`config.mk`:
```
export PLATFORM = sky130hd
export DESIGN_NAME = fsr_top
export DESIGN_NICKNAME = d
export VERILOG_FILES = /design/src/inc/fsr_pkg.sv /design/src/inc/fsr_chan_if.sv /design/src/hdl/fsr_chan.sv /design/src/hdl/fsr_top.sv
export SDC_FILE = /design/constraint.sdc
export NUM_CORES = 1
export LEC_CHECK = 0
export BUFFER_PORTS_ARGS = -buffer_cell sky130_fd_sc_hd__clkbuf_2
export CORE_UTILIZATION = 43
export CTS_CLUSTER_SIZE = 16
export DETAILED_ROUTE_END_ITERATION = 16
export PLACE_DENSITY = 0.68
export SYNTH_ARGS = -nofsm -noshare
export SYNTH_HDL_FRONTEND = slang
export SYNTH_HIERARCHICAL = 1
export SYNTH_SLANG_ARGS = --single-unit
```
`constraint.sdc`:
```
create_clock -name clk_sys -period 20.5 [get_ports clk_sys]
set_input_delay 1.025 -clock clk_sys [delete_from_list [all_inputs] [get_ports clk_sys]]
set_output_delay 1.025 -clock clk_sys [all_outputs]
set_load 0.005 [all_outputs]
```
`src/inc/fsr_pkg.sv`:
```
package fsr_pkg;
   // ----------------------------------------
   // Clock and timing
   // ----------------------------------------
   localparam int CLK_MHZ = 50;
   // One step of the delay field, in ns; encoding is not fixed by the part
   localparam int DELAY_UNIT_NS = 10000;
   localparam int DELAY_UNIT_CYC = (DELAY_UNIT_NS * CLK_MHZ) / 1000;
   localparam int TICK_W = 10;

   // ----------------------------------------
   // Command codes (register offsets)
   // ----------------------------------------
   localparam logic [7:0] CMD_OUTPUT_OVERVOLTAGE_SUMMARY_RESP = 8'h41;
   localparam logic [7:0] CMD_OUTPUT_VOLTAGE_SUMMARY_UV_RESP = 8'h45;
   localparam logic [7:0] CMD_OT_RESP = 8'h50;
   localparam logic [7:0] CMD_VIN_OV_RESP = 8'h56;
   localparam logic [7:0] CMD_INPUT_UNDERVOLTAGE_SUMMARY_RESP = 8'h5A;
   localparam logic [7:0] CMD_IIN_OC_RESP = 8'h5C;
   localparam logic [7:0] CMD_STAT_BYTE = 8'h78;
   localparam logic [7:0] CMD_STAT_WORD = 8'h79;
   localparam logic [7:0] CMD_STAT_OUTPUT_VOLTAGE_SUMMARY = 8'h7A;
   localparam logic [7:0] CMD_STAT_INPUT = 8'h7C;
   localparam logic [7:0] CMD_STAT_TEMP = 8'h7D;

   // ----------------------------------------
   // Response register layout
   // ----------------------------------------
   localparam logic [7:0] RESP_RST = 8'h00;
   localparam int TYPE_HI = 7;
   localparam int TYPE_LO = 6;
   localparam int RETRY_HI = 5;
   localparam int RETRY_LO = 3;
   localparam int DELAY_HI = 2;
   localparam int DELAY_LO = 0;
   localparam logic [2:0] RETRY_UNLIMITED = 3'h7;

   typedef enum logic [1:0] {
      RSP_IGNORE = 2'b00,
      RSP_DEBOUNCE = 2'b01,
      RSP_RETRY = 2'b10,
      RSP_DISABLE = 2'b11
   } fsr_rsp_t;

   // ----------------------------------------
   // Channels and vendor flag positions
   // ----------------------------------------
   localparam int NCHAN = 6;
   localparam int CH_VOV = 0;
   localparam int CH_VUV = 1;
   localparam int CH_OT = 2;
   localparam int CH_IOV = 3;
   localparam int CH_IUV = 4;
   localparam int CH_IOC = 5;
   localparam int MW = 12;
   localparam int VF_FAST_OVERVOLTAGE_COMPARATOR_FLAG = 4;
   localparam int VF_OLP = 5;
   localparam int VF_FAST_OCP = 10;

   typedef enum logic [3:0] {
      ST_RUN = 4'b0001,
      ST_OFF = 4'b0010,
      ST_HOLD = 4'b0100,
      ST_LATCH = 4'b1000
   } fsr_state_t;
endpackage

```
`src/inc/fsr_chan_if.sv`:
```
`timescale 1ns/100ps
interface fsr_chan_if;
   logic [7:0] cfg;
   logic flag;
   logic tick;
   logic qual;
   modport chan(input cfg, input flag, input tick, output qual);
   modport ctl(output cfg, output flag, output tick, input qual);
endinterface

```
`src/hdl/fsr_chan.sv`:
```
`timescale 1ns/100ps
module fsr_chan (
   input wire logic clk_sys,
   input wire logic sys_rst,
   input wire logic clk_en,
   fsr_chan_if.chan ch
);
   import fsr_pkg::*;

   logic [2:0] cnt_r;
   logic [1:0] rtype;
   logic [2:0] dly;

   assign rtype = ch.cfg[TYPE_HI:TYPE_LO];
   assign dly = ch.cfg[DELAY_HI:DELAY_LO];

   // ----------------------------------------
   // Debounce, only for the debounced type
   // ----------------------------------------
   always_ff @(posedge clk_sys) begin
      if (sys_rst) begin
         cnt_r <= 3'h0;
      end else if (clk_en) begin
         if (!ch.flag) begin
            cnt_r <= 3'h0;
         end else if (ch.tick && cnt_r != dly) begin
            cnt_r <= cnt_r + 3'h1;
         end
      end
   end

   assign ch.qual = ch.flag &&
      (rtype != RSP_DEBOUNCE || cnt_r == dly);

   a_nodeb_type: assert property (@(posedge clk_sys) disable iff (sys_rst)
      (ch.flag && rtype != RSP_DEBOUNCE) |-> ch.qual)
      else $error("undebounced flag not passed through");
   a_deb_wait: assert property (@(posedge clk_sys) disable iff (sys_rst)
      (rtype == RSP_DEBOUNCE && ch.qual && dly != 3'h0) |->
      $past(ch.flag))
      else $error("debounced flag qualified without history");
endmodule

```
`src/hdl/fsr_top.sv`:
```
`timescale 1ns/100ps
module fsr_top (
   input wire logic clk_sys,
   input wire logic sys_rst,
   input wire logic clk_en,
   input wire logic [7:0] reg_cmd,
   input wire logic reg_wr,
   input wire logic [7:0] reg_wdata,
   output logic [15:0] reg_rdata,
   input wire logic supply_on_request,
   input wire logic supply_on_cmd,
   input wire logic [fsr_pkg::MW-1:0] output_voltage_summary_meas,
   input wire logic [fsr_pkg::MW-1:0] output_overvoltage_summary_flim,
   input wire logic [fsr_pkg::MW-1:0] output_overvoltage_summary_wlim,
   input wire logic [fsr_pkg::MW-1:0] output_voltage_summary_uv_wlim,
   input wire logic [fsr_pkg::MW-1:0] output_voltage_summary_uv_flim,
   input wire logic [fsr_pkg::MW-1:0] sensed_line_voltage,
   input wire logic [fsr_pkg::MW-1:0] vin_ov_flim,
   input wire logic [fsr_pkg::MW-1:0] input_undervoltage_summary_wlim,
   input wire logic [fsr_pkg::MW-1:0] input_undervoltage_summary_flim,
   input wire logic [fsr_pkg::MW-1:0] line_turnoff_threshold,
   input wire logic [fsr_pkg::MW-1:0] iin_meas,
   input wire logic [fsr_pkg::MW-1:0] iin_oc_flim,
   input wire logic [fsr_pkg::MW-1:0] iin_oc_wlim,
   input wire logic input_overpower_warning,
   input wire logic [fsr_pkg::MW-1:0] temp_meas,
   input wire logic [fsr_pkg::MW-1:0] ot_flim,
   input wire logic [fsr_pkg::MW-1:0] ot_wlim,
   input wire logic [23:0] vendor_flags,
   input wire logic comms_memory_logic_fault,
   input wire logic other_fault_in,
   input wire logic [4:0] pg_select,
   output logic power_good_pin,
   output logic supply_enable,
   output logic soft_start,
   output logic [2:0] fault_state
);
   import fsr_pkg::*;

   // ----------------------------------------
   // Supply-on pin synchroniser
   // ----------------------------------------
   logic son_s1_r, son_s2_r, son_s3_r, son_pin_r;

   always_ff @(posedge clk_sys) begin
      if (sys_rst) begin
         son_s1_r <= 1'b0;
         son_s2_r <= 1'b0;
         son_s3_r <= 1'b0;
         son_pin_r <= 1'b0;
      end else if (clk_en) begin
         son_s1_r <= supply_on_request;
         son_s2_r <= son_s1_r;
         son_s3_r <= son_s2_r;
         // Accept a change only once two stages agree
         if (son_s2_r == son_s3_r) begin
            son_pin_r <= son_s3_r;
         end
      end
   end

   logic supply_on_request_inactive;
   assign supply_on_request_inactive = !(son_pin_r || supply_on_cmd);

   // ----------------------------------------
   // Detailed status from limit comparisons and direct flag inputs
   // ----------------------------------------
   logic output_overvoltage_fault, output_overvoltage_warning;
   logic output_undervoltage_warning, output_undervoltage_fault;
   logic input_overvoltage_fault, input_undervoltage_warning;
   logic input_undervoltage_fault, line_below_turnoff;
   logic input_overcurrent_fault, input_overcurrent_warning;
   logic overtemperature_fault, overtemperature_warning;
   logic fast_overvoltage_comparator_flag;

   assign output_overvoltage_fault = output_voltage_summary_meas > output_overvoltage_summary_flim;
   assign output_overvoltage_warning = output_voltage_summary_meas > output_overvoltage_summary_wlim;
   assign output_undervoltage_warning = output_voltage_summary_meas < output_voltage_summary_uv_wlim;
   assign output_undervoltage_fault = output_voltage_summary_meas < output_voltage_summary_uv_flim;
   assign input_overvoltage_fault =
      sensed_line_voltage > vin_ov_flim;
   assign input_undervoltage_warning =
      sensed_line_voltage < input_undervoltage_summary_wlim;
   assign input_undervoltage_fault =
      sensed_line_voltage < input_undervoltage_summary_flim;
   assign line_below_turnoff =
      sensed_line_voltage < line_turnoff_threshold;
   assign input_overcurrent_fault = iin_meas > iin_oc_flim;
   assign input_overcurrent_warning = iin_meas > iin_oc_wlim;
   assign overtemperature_fault = temp_meas > ot_flim;
   assign overtemperature_warning = temp_meas > ot_wlim;
   assign fast_overvoltage_comparator_flag = vendor_flags[VF_FAST_OVERVOLTAGE_COMPARATOR_FLAG];

   logic [7:0] stat_output_voltage_summary, stat_input, stat_temp;

   // Flags are 1 on the bad condition
   assign stat_output_voltage_summary = {output_overvoltage_fault, output_overvoltage_warning,
      output_undervoltage_warning, output_undervoltage_fault, 4'h0};
   assign stat_input = {input_overvoltage_fault, 1'b0,
      input_undervoltage_warning, input_undervoltage_fault,
      line_below_turnoff, input_overcurrent_fault,
      input_overcurrent_warning, input_overpower_warning};
   assign stat_temp = {overtemperature_fault, overtemperature_warning, 6'h00};

   // ----------------------------------------
   // Power-good flag and pin
   // ----------------------------------------
   logic pg_flag, pg_flag_r;
   logic [4:0] pg_src;

   assign pg_src = {output_undervoltage_fault, output_overvoltage_warning,
      fast_overvoltage_comparator_flag, vendor_flags[VF_OLP],
      vendor_flags[VF_FAST_OCP]};
   assign pg_flag = output_overvoltage_fault || |(pg_src & pg_select);

   always_ff @(posedge clk_sys) begin
      if (sys_rst) begin
         pg_flag_r <= 1'b1;
      end else if (clk_en) begin
         pg_flag_r <= pg_flag;
      end
   end

   assign power_good_pin = !pg_flag_r;

   // ----------------------------------------
   // Summary status, always combinational
   // ----------------------------------------
   logic output_overvoltage_summary, input_undervoltage_summary;
   logic temp_summary, output_voltage_summary, input_summary;
   logic vendor_flag_summary, other_fault_bit, unlisted_fault_bit;
   logic [7:0] stat_byte;
   logic [15:0] stat_word;

   assign output_overvoltage_summary =
      output_overvoltage_fault || fast_overvoltage_comparator_flag;
   assign input_undervoltage_summary = input_undervoltage_fault;
   assign temp_summary = |stat_temp;
   assign output_voltage_summary = |stat_output_voltage_summary ||
      fast_overvoltage_comparator_flag;
   assign input_summary = |stat_input;
   assign vendor_flag_summary = |vendor_flags;
   // Everything not carried by bits 7:1 of the byte
   assign other_fault_bit = other_fault_in || output_overvoltage_warning ||
      output_undervoltage_warning || output_undervoltage_fault ||
      input_overvoltage_fault || input_undervoltage_warning ||
      line_below_turnoff || input_overcurrent_fault ||
      input_overcurrent_warning || input_overpower_warning ||
      vendor_flag_summary || pg_flag;
   // Every listed source already has a word bit
   assign unlisted_fault_bit = other_fault_in;

   assign stat_byte = {1'b0, supply_on_request_inactive,
      output_overvoltage_summary, 1'b0, input_undervoltage_summary,
      temp_summary, comms_memory_logic_fault,
      other_fault_bit};
   assign stat_word = {output_voltage_summary, 1'b0, input_summary,
      vendor_flag_summary, pg_flag, 2'b00, unlisted_fault_bit,
      stat_byte};

   // ----------------------------------------
   // Fault-response registers
   // ----------------------------------------
   logic [7:0] resp_r [NCHAN];
   logic [7:0] cmd_of [NCHAN];

   assign cmd_of[CH_VOV] = CMD_OUTPUT_OVERVOLTAGE_SUMMARY_RESP;
   assign cmd_of[CH_VUV] = CMD_OUTPUT_VOLTAGE_SUMMARY_UV_RESP;
   assign cmd_of[CH_OT] = CMD_OT_RESP;
   assign cmd_of[CH_IOV] = CMD_VIN_OV_RESP;
   assign cmd_of[CH_IUV] = CMD_INPUT_UNDERVOLTAGE_SUMMARY_RESP;
   assign cmd_of[CH_IOC] = CMD_IIN_OC_RESP;

   always_ff @(posedge clk_sys) begin
      for (int i = 0; i < NCHAN; i++) begin
         if (sys_rst) begin
            resp_r[i] <= RESP_RST;
         end else if (clk_en && reg_wr && reg_cmd == cmd_of[i]) begin
            resp_r[i] <= reg_wdata;
         end
      end
   end

   always_ff @(posedge clk_sys) begin
      if (sys_rst) begin
         reg_rdata <= 16'h0000;
      end else if (clk_en) begin
         unique case (reg_cmd)
            CMD_OUTPUT_OVERVOLTAGE_SUMMARY_RESP: reg_rdata <= {8'h00, resp_r[CH_VOV]};
            CMD_OUTPUT_VOLTAGE_SUMMARY_UV_RESP: reg_rdata <= {8'h00, resp_r[CH_VUV]};
            CMD_OT_RESP: reg_rdata <= {8'h00, resp_r[CH_OT]};
            CMD_VIN_OV_RESP: reg_rdata <= {8'h00, resp_r[CH_IOV]};
            CMD_INPUT_UNDERVOLTAGE_SUMMARY_RESP: reg_rdata <= {8'h00, resp_r[CH_IUV]};
            CMD_IIN_OC_RESP: reg_rdata <= {8'h00, resp_r[CH_IOC]};
            CMD_STAT_BYTE: reg_rdata <= {8'h00, stat_byte};
            CMD_STAT_WORD: reg_rdata <= stat_word;
            CMD_STAT_OUTPUT_VOLTAGE_SUMMARY: reg_rdata <= {8'h00, stat_output_voltage_summary};
            CMD_STAT_INPUT: reg_rdata <= {8'h00, stat_input};
            CMD_STAT_TEMP: reg_rdata <= {8'h00, stat_temp};
            default: reg_rdata <= 16'h0000;
         endcase
      end
   end

   // ----------------------------------------
   // Delay time base
   // ----------------------------------------
   logic [TICK_W-1:0] tick_cnt_r;
   logic tick;

   assign tick = tick_cnt_r == TICK_W'(DELAY_UNIT_CYC - 1);

   always_ff @(posedge clk_sys) begin
      if (sys_rst || (clk_en && tick)) begin
         tick_cnt_r <= '0;
      end else if (clk_en) begin
         tick_cnt_r <= tick_cnt_r + 1'b1;
      end
   end

   // ----------------------------------------
   // Per-fault qualification
   // ----------------------------------------
   logic [NCHAN-1:0] chan_flag, chan_qual;

   assign chan_flag = {input_overcurrent_fault, input_undervoltage_fault,
      input_overvoltage_fault, overtemperature_fault,
      output_undervoltage_fault, output_overvoltage_fault};

   fsr_chan_if cif [NCHAN] ();

   for (genvar g = 0; g < NCHAN; g++) begin : g_chan
      assign cif[g].cfg = resp_r[g];
      assign cif[g].flag = chan_flag[g];
      assign cif[g].tick = tick;
      assign chan_qual[g] = cif[g].qual;
      fsr_chan u_chan (
         .clk_sys(clk_sys),
         .sys_rst(sys_rst),
         .clk_en(clk_en),
         .ch(cif[g])
      );
   end

   // ----------------------------------------
   // Priority pick among active faults
   // ----------------------------------------
   logic win_any;
   logic [1:0] win_type;
   logic [2:0] win_retry, win_delay;

   always_comb begin
      logic [1:0] t;
      logic [2:0] r;
      t = RSP_IGNORE;
      r = RETRY_UNLIMITED;
      win_any = 1'b0;
      win_type = RSP_IGNORE;
      win_retry = RETRY_UNLIMITED;
      win_delay = 3'h0;
      for (int i = 0; i < NCHAN; i++) begin
         t = resp_r[i][TYPE_HI:TYPE_LO];
         r = resp_r[i][RETRY_HI:RETRY_LO];
         // Ignored faults never compete
         if (chan_qual[i] && t != RSP_IGNORE) begin
            if (!win_any || t > win_type ||
               (t == win_type && r < win_retry)) begin
               win_any = 1'b1;
               win_type = t;
               win_retry = r;
               win_delay = resp_r[i][DELAY_HI:DELAY_LO];
            end
         end
      end
   end

   // ----------------------------------------
   // Shutdown and retry sequencer
   // ----------------------------------------
   fsr_state_t state_r;
   logic episode_r;
   logic [2:0] left_r, wait_r, delay_r;
   logic unlimited_r;

   always_ff @(posedge clk_sys) begin
      if (sys_rst) begin
         state_r <= ST_RUN;
         episode_r <= 1'b0;
         left_r <= 3'h0;
         wait_r <= 3'h0;
         delay_r <= 3'h0;
         unlimited_r <= 1'b0;
         soft_start <= 1'b0;
      end else if (clk_en) begin
         soft_start <= 1'b0;
         unique case (state_r)
            ST_RUN: begin
               if (!win_any) begin
                  episode_r <= 1'b0;
               end else if (win_type == RSP_DISABLE) begin
                  state_r <= ST_HOLD;
               end else begin
                  state_r <= ST_OFF;
                  wait_r <= 3'h0;
                  delay_r <= win_delay;
                  episode_r <= 1'b1;
                  if (!episode_r) begin
                     left_r <= win_retry;
                     unlimited_r <= win_retry == RETRY_UNLIMITED;
                  end
               end
            end
            ST_OFF: begin
               if (win_any && win_type == RSP_DISABLE) begin
                  state_r <= ST_HOLD;
               end else if (tick && wait_r != delay_r) begin
                  wait_r <= wait_r + 3'h1;
               end else if (wait_r == delay_r) begin
                  if (left_r == 3'h0 && !unlimited_r) begin
                     state_r <= ST_LATCH;
                  end else begin
                     if (!unlimited_r) begin
                        left_r <= left_r - 3'h1;
                     end
                     state_r <= ST_RUN;
                     soft_start <= !supply_on_request_inactive;
                  end
               end
            end
            ST_HOLD: begin
               // No soft start on leaving
               if (!(win_any && win_type == RSP_DISABLE)) begin
                  state_r <= ST_RUN;
               end
            end
            ST_LATCH: begin
               // Dropping the on request clears the latch
               if (supply_on_request_inactive) begin
                  state_r <= ST_RUN;
                  episode_r <= 1'b0;
               end
            end
            default: state_r <= ST_RUN;
         endcase
      end
   end

   assign supply_enable = state_r == ST_RUN &&
      !line_below_turnoff && !supply_on_request_inactive;
   assign fault_state = {state_r == ST_LATCH, state_r == ST_HOLD,
      state_r == ST_OFF};

   // ----------------------------------------
   // Checks
   // ----------------------------------------
   a_son_status: assert property (@(posedge clk_sys) disable iff (sys_rst)
      stat_byte[6] == !(son_pin_r || supply_on_cmd))
      else $error("supply-on status bit wrong");
   a_ovp_summary: assert property (@(posedge clk_sys) disable iff (sys_rst)
      stat_byte[5] == (stat_output_voltage_summary[7] || vendor_flags[VF_FAST_OVERVOLTAGE_COMPARATOR_FLAG]))
      else $error("overvoltage summary wrong");
   a_vinuv_mirror: assert property (@(posedge clk_sys) disable iff (sys_rst)
      stat_byte[3] == stat_input[4])
      else $error("input undervoltage mirror wrong");
   a_input_word: assert property (@(posedge clk_sys) disable iff (sys_rst)
      stat_word[13] == (stat_input != 8'h00))
      else $error("input summary wrong");
   a_pg_pin: assert property (@(posedge clk_sys) disable iff (sys_rst)
      clk_en |=> power_good_pin == !$past(pg_flag))
      else $error("power good pin not inverse of flag");
   a_turnoff_off: assert property (@(posedge clk_sys) disable iff (sys_rst)
      line_below_turnoff |-> !supply_enable)
      else $error("supply on below turn-off");
   a_hold_disable: assert property (@(posedge clk_sys) disable iff (sys_rst)
      (clk_en && state_r == ST_RUN && win_any && win_type == RSP_DISABLE)
      |=> state_r == ST_HOLD ##0 !supply_enable)
      else $error("disable response not held");
   a_ignore_run: assert property (@(posedge clk_sys) disable iff (sys_rst)
      (clk_en && state_r == ST_RUN && !win_any) |=> state_r == ST_RUN)
      else $error("left run without active fault");
   a_retry_off: assert property (@(posedge clk_sys) disable iff (sys_rst)
      (clk_en && state_r == ST_RUN && win_any && win_type != RSP_DISABLE)
      |=> state_r == ST_OFF && !supply_enable)
      else $error("retry response did not shut down");
endmodule

```
==> out/qor.yml <==
power.total_uw: 673.8
drtIter0Drc: 727
crit_path_end: "delay_r[1]"
cts_root_buffer: "clkbuf_16"
tightest_slew_ns: 1.204
critical_path_class: "primary input to flop"
clock_latency_ns: 0.36
start_kind: "primary input"
status: "complete, no violations"
cp.arrival_ns: 13.45
synth_edf_count: 48
r2r_slack_ns: 8.56
post_cts_buffers: 0
post_cts_resized: 0
rows: 56
cts.clk_slew.worst_paths_ns: 0.07
drv_slew: 0
grt_pass1_wl_mm: 48.50
synth-seq-cells: 110
worst-endpoint-required_ns: 20.73
hold_class: "flop to flop"
drtPass1Iterations: 6
netlist_instances: 1268
drive_above_1_share_pct: 21.60
die_w_um: 158.4
grt_antenna_before_repair: 1
start_util_pct: 44.28
p_leak_nw: 6.306
hold_viol: 0
post_drt_wl_per_cell_um: 17.10
hpwl_mm: 26.75
drc: 0
io_pins: 268
fin_setup_tns_ns: 0
gr-total-overflow: 0
cpPeakStageDelay_ns: 0.70
r2r-start: "resp_r[0][0]"
grt_util_all_layers_pct: 25.17
placed_area_sq_um: 12240
setup_viol: 0
grt_max_degree: 58
timing.final.crit_share_pct: 64.48
dieArea_sq_um: 25090
max_freq_ghz: 0.07565
ys.flop_type: "dfxtp_1"
cts_max_level: 3
fin_crit_ns: 13.22
rsz0062_at_grt: "no"
dp_slack_ns: 7.033
max-vdd-ir-drop_mv: 0.04163
gp_congestion: 0.9704
async_flop_share_pct: 0
crit_fanout: 14
yosysWarnings: 6
layout_setup_ws_ns: 7.282
r2r-end: "delay_r[1]"
ff2ff_path_depth: 43
io_buffers: 264
cts_buffer_depth: 2
antenna_left: 0
startpoint: "output_voltage_summary_meas[11]"
ys_seq_area_share_pct: 25.50
numCtsBuffers: 9
syn_to_final_growth_pct: 19.23
relSlewSlack_pct: 19.06
viasPerCell: 5.412
core_sq_um: 23750
first_global_vias: 9473
wirelength_mm: 31.85
stdcell_area_sq_um: 12540
postCtsHoldBufs: 0
maxCapViolations: 0
cts.sinks: 110
power_density_nw_per_um2: 53.73
syn_avg_cell_area_sq_um: 8.296
num_vias: 10080
die_h_um: 158.4
slowest_stage: "nor3_1"
nets: 1950
skew_ns: 0.005958
ys_types: 76
cpMostUsedCell: "ha_1"
netlist_area_sq_um: 10520
end_kind: "flop"
fillers: 2269
cts_tree: "done"
cell usage in the layout (no fill, tap or decap), drive strengths merged, types with 7 or more instances in the layout:
master and n:
o31ai 7, xor2 10, nor2 73, a2111oi 13
a31o 7, edfxtp 48, inv 187, nor3 25
mux2 10, a21o 52, nor4 11, a22oi 19
ha 167, mux2i 18, dfxtp 62, or3 12
and2 49, o21a 10, nand4 27, buf 9
nand3 37, nor2b 17, nand2 73, o21ai 79
a221oi 9, clkbuf 275, a31oi 25, and3 8
a21oi 73, nand2b 29, xnor2 21
report_power, final:
part | total [mW] | switching (mW) | leakage (nW) | internal, mW
logic | 0.238 | 0.135 | 5.20 | 0.102
registers | 0.255 | 0.0151 | 0.957 | 0.240
clock network | 0.181 | 0.0826 | 0.150 | 0.0985
how the worst min path moves through the flow:
stage / startpoint / to / slack [ns] / cells past startpoint
floorplan: son_s3_r / son_pin_r / 0.44 / 2
global placement: son_s3_r / son_pin_r / 0.45 / 2
detailed placement: son_s3_r / son_pin_r / 0.45 / 2
CTS: son_s3_r / son_pin_r / 0.46 / 2
global route: son_s3_r / son_pin_r / 0.49 / 2
finish: son_s3_r / son_pin_r / 0.46 / 2
logic make-up after synthesis:
logic type      Yosys count  share of synthesized area (%)
mux                      28                          2.783
fa+ha+maj               168                          19.96
flops                   110                          25.50
compound gates          334                          21.58
xor+xnor                 31                          2.581
other cells               1                        0.03565
simple gates            392                          20.09
buf+inv                 204                          7.470
synthesized netlist by cell type, types with 11 or more instances:
cell,n,area [sq um]
a21o_1,52,390.4
nand2_1,73,274.0
ha_1,167,2090
xnor2_1,21,183.9
o21ai_0,73,365.4
nor4_1,11,68.82
nor3_1,23,115.1
a22oi_1,19,142.6
nand2b_1,23,143.9
a31oi_1,24,150.1
nor2_1,73,274.0
nor2b_1,17,106.4
or3_1,12,75.07
dfxtp_1,62,1241
a21oi_1,73,365.4
inv_1,186,698.2
and2_1,49,306.5
edfxtp_1,48,1441
nand4_1,27,168.9
clkbuf_1,12,45.04
nand3_1,37,185.2
mux2i_1,18,180.2
registers in the layout, summed over array words and instances (netlist names), 3 cells and up:
register,cells
tick_cnt_r,10
wait_r,3
state_r,4
delay_r,3
left_r,3
g_chan.u_chan/cnt_r,18
reg_rdata,13
resp_r,48
critical path, delay by kind of cell:
| family | cells | cell delay (ns) |
|---|---|---|
| AO/OA/AOI/OAI | 16 | 4.52 |
| adder cells (fa/ha/maj) | 6 | 1.69 |
| buffers and inverters | 4 | 0.40 |
| multiplexers | 4 | 1.24 |
| AND/OR/NAND/NOR | 18 | 4.55 |
area by class of cell:
cell class / instances / area (sq um) / area share [%]
diodes: 2 / 5.005 / 0.03990
inverters: 187 / 701.9 / 5.597
well taps: 319 / 399.1 / 3.182
flip-flops and latches: 110 / 2683 / 21.39
multi-input cells: 956 / 7064 / 56.32
clock inverters: 5 / 57.56 / 0.4589
clock buffers: 11 / 242.7 / 1.935
repair buffers: 273 / 1389 / 11.07
routing by layer:
metal	part of all wire (%)	track usage, %
met5	0	0
met4	2.4	8.471
met3	6.2	4.083
met2	46	42.59
met1	45	32.38
through the flow:
step | hold slack [ns] | utilization (%) | instances
after floorplan | 0.4357 | - | 1270
after global placement | 0.4456 | 51.52 | 1845
after detailed placement | 0.4476 | 51.52 | 1845
after CTS | 0.4601 | 52.78 | 1861
after global routing | 0.4904 | 52.79 | 1862
final | 0.4608 | 52.80 | 1863
Note: power is estimated with default switching activity, not from simulation.
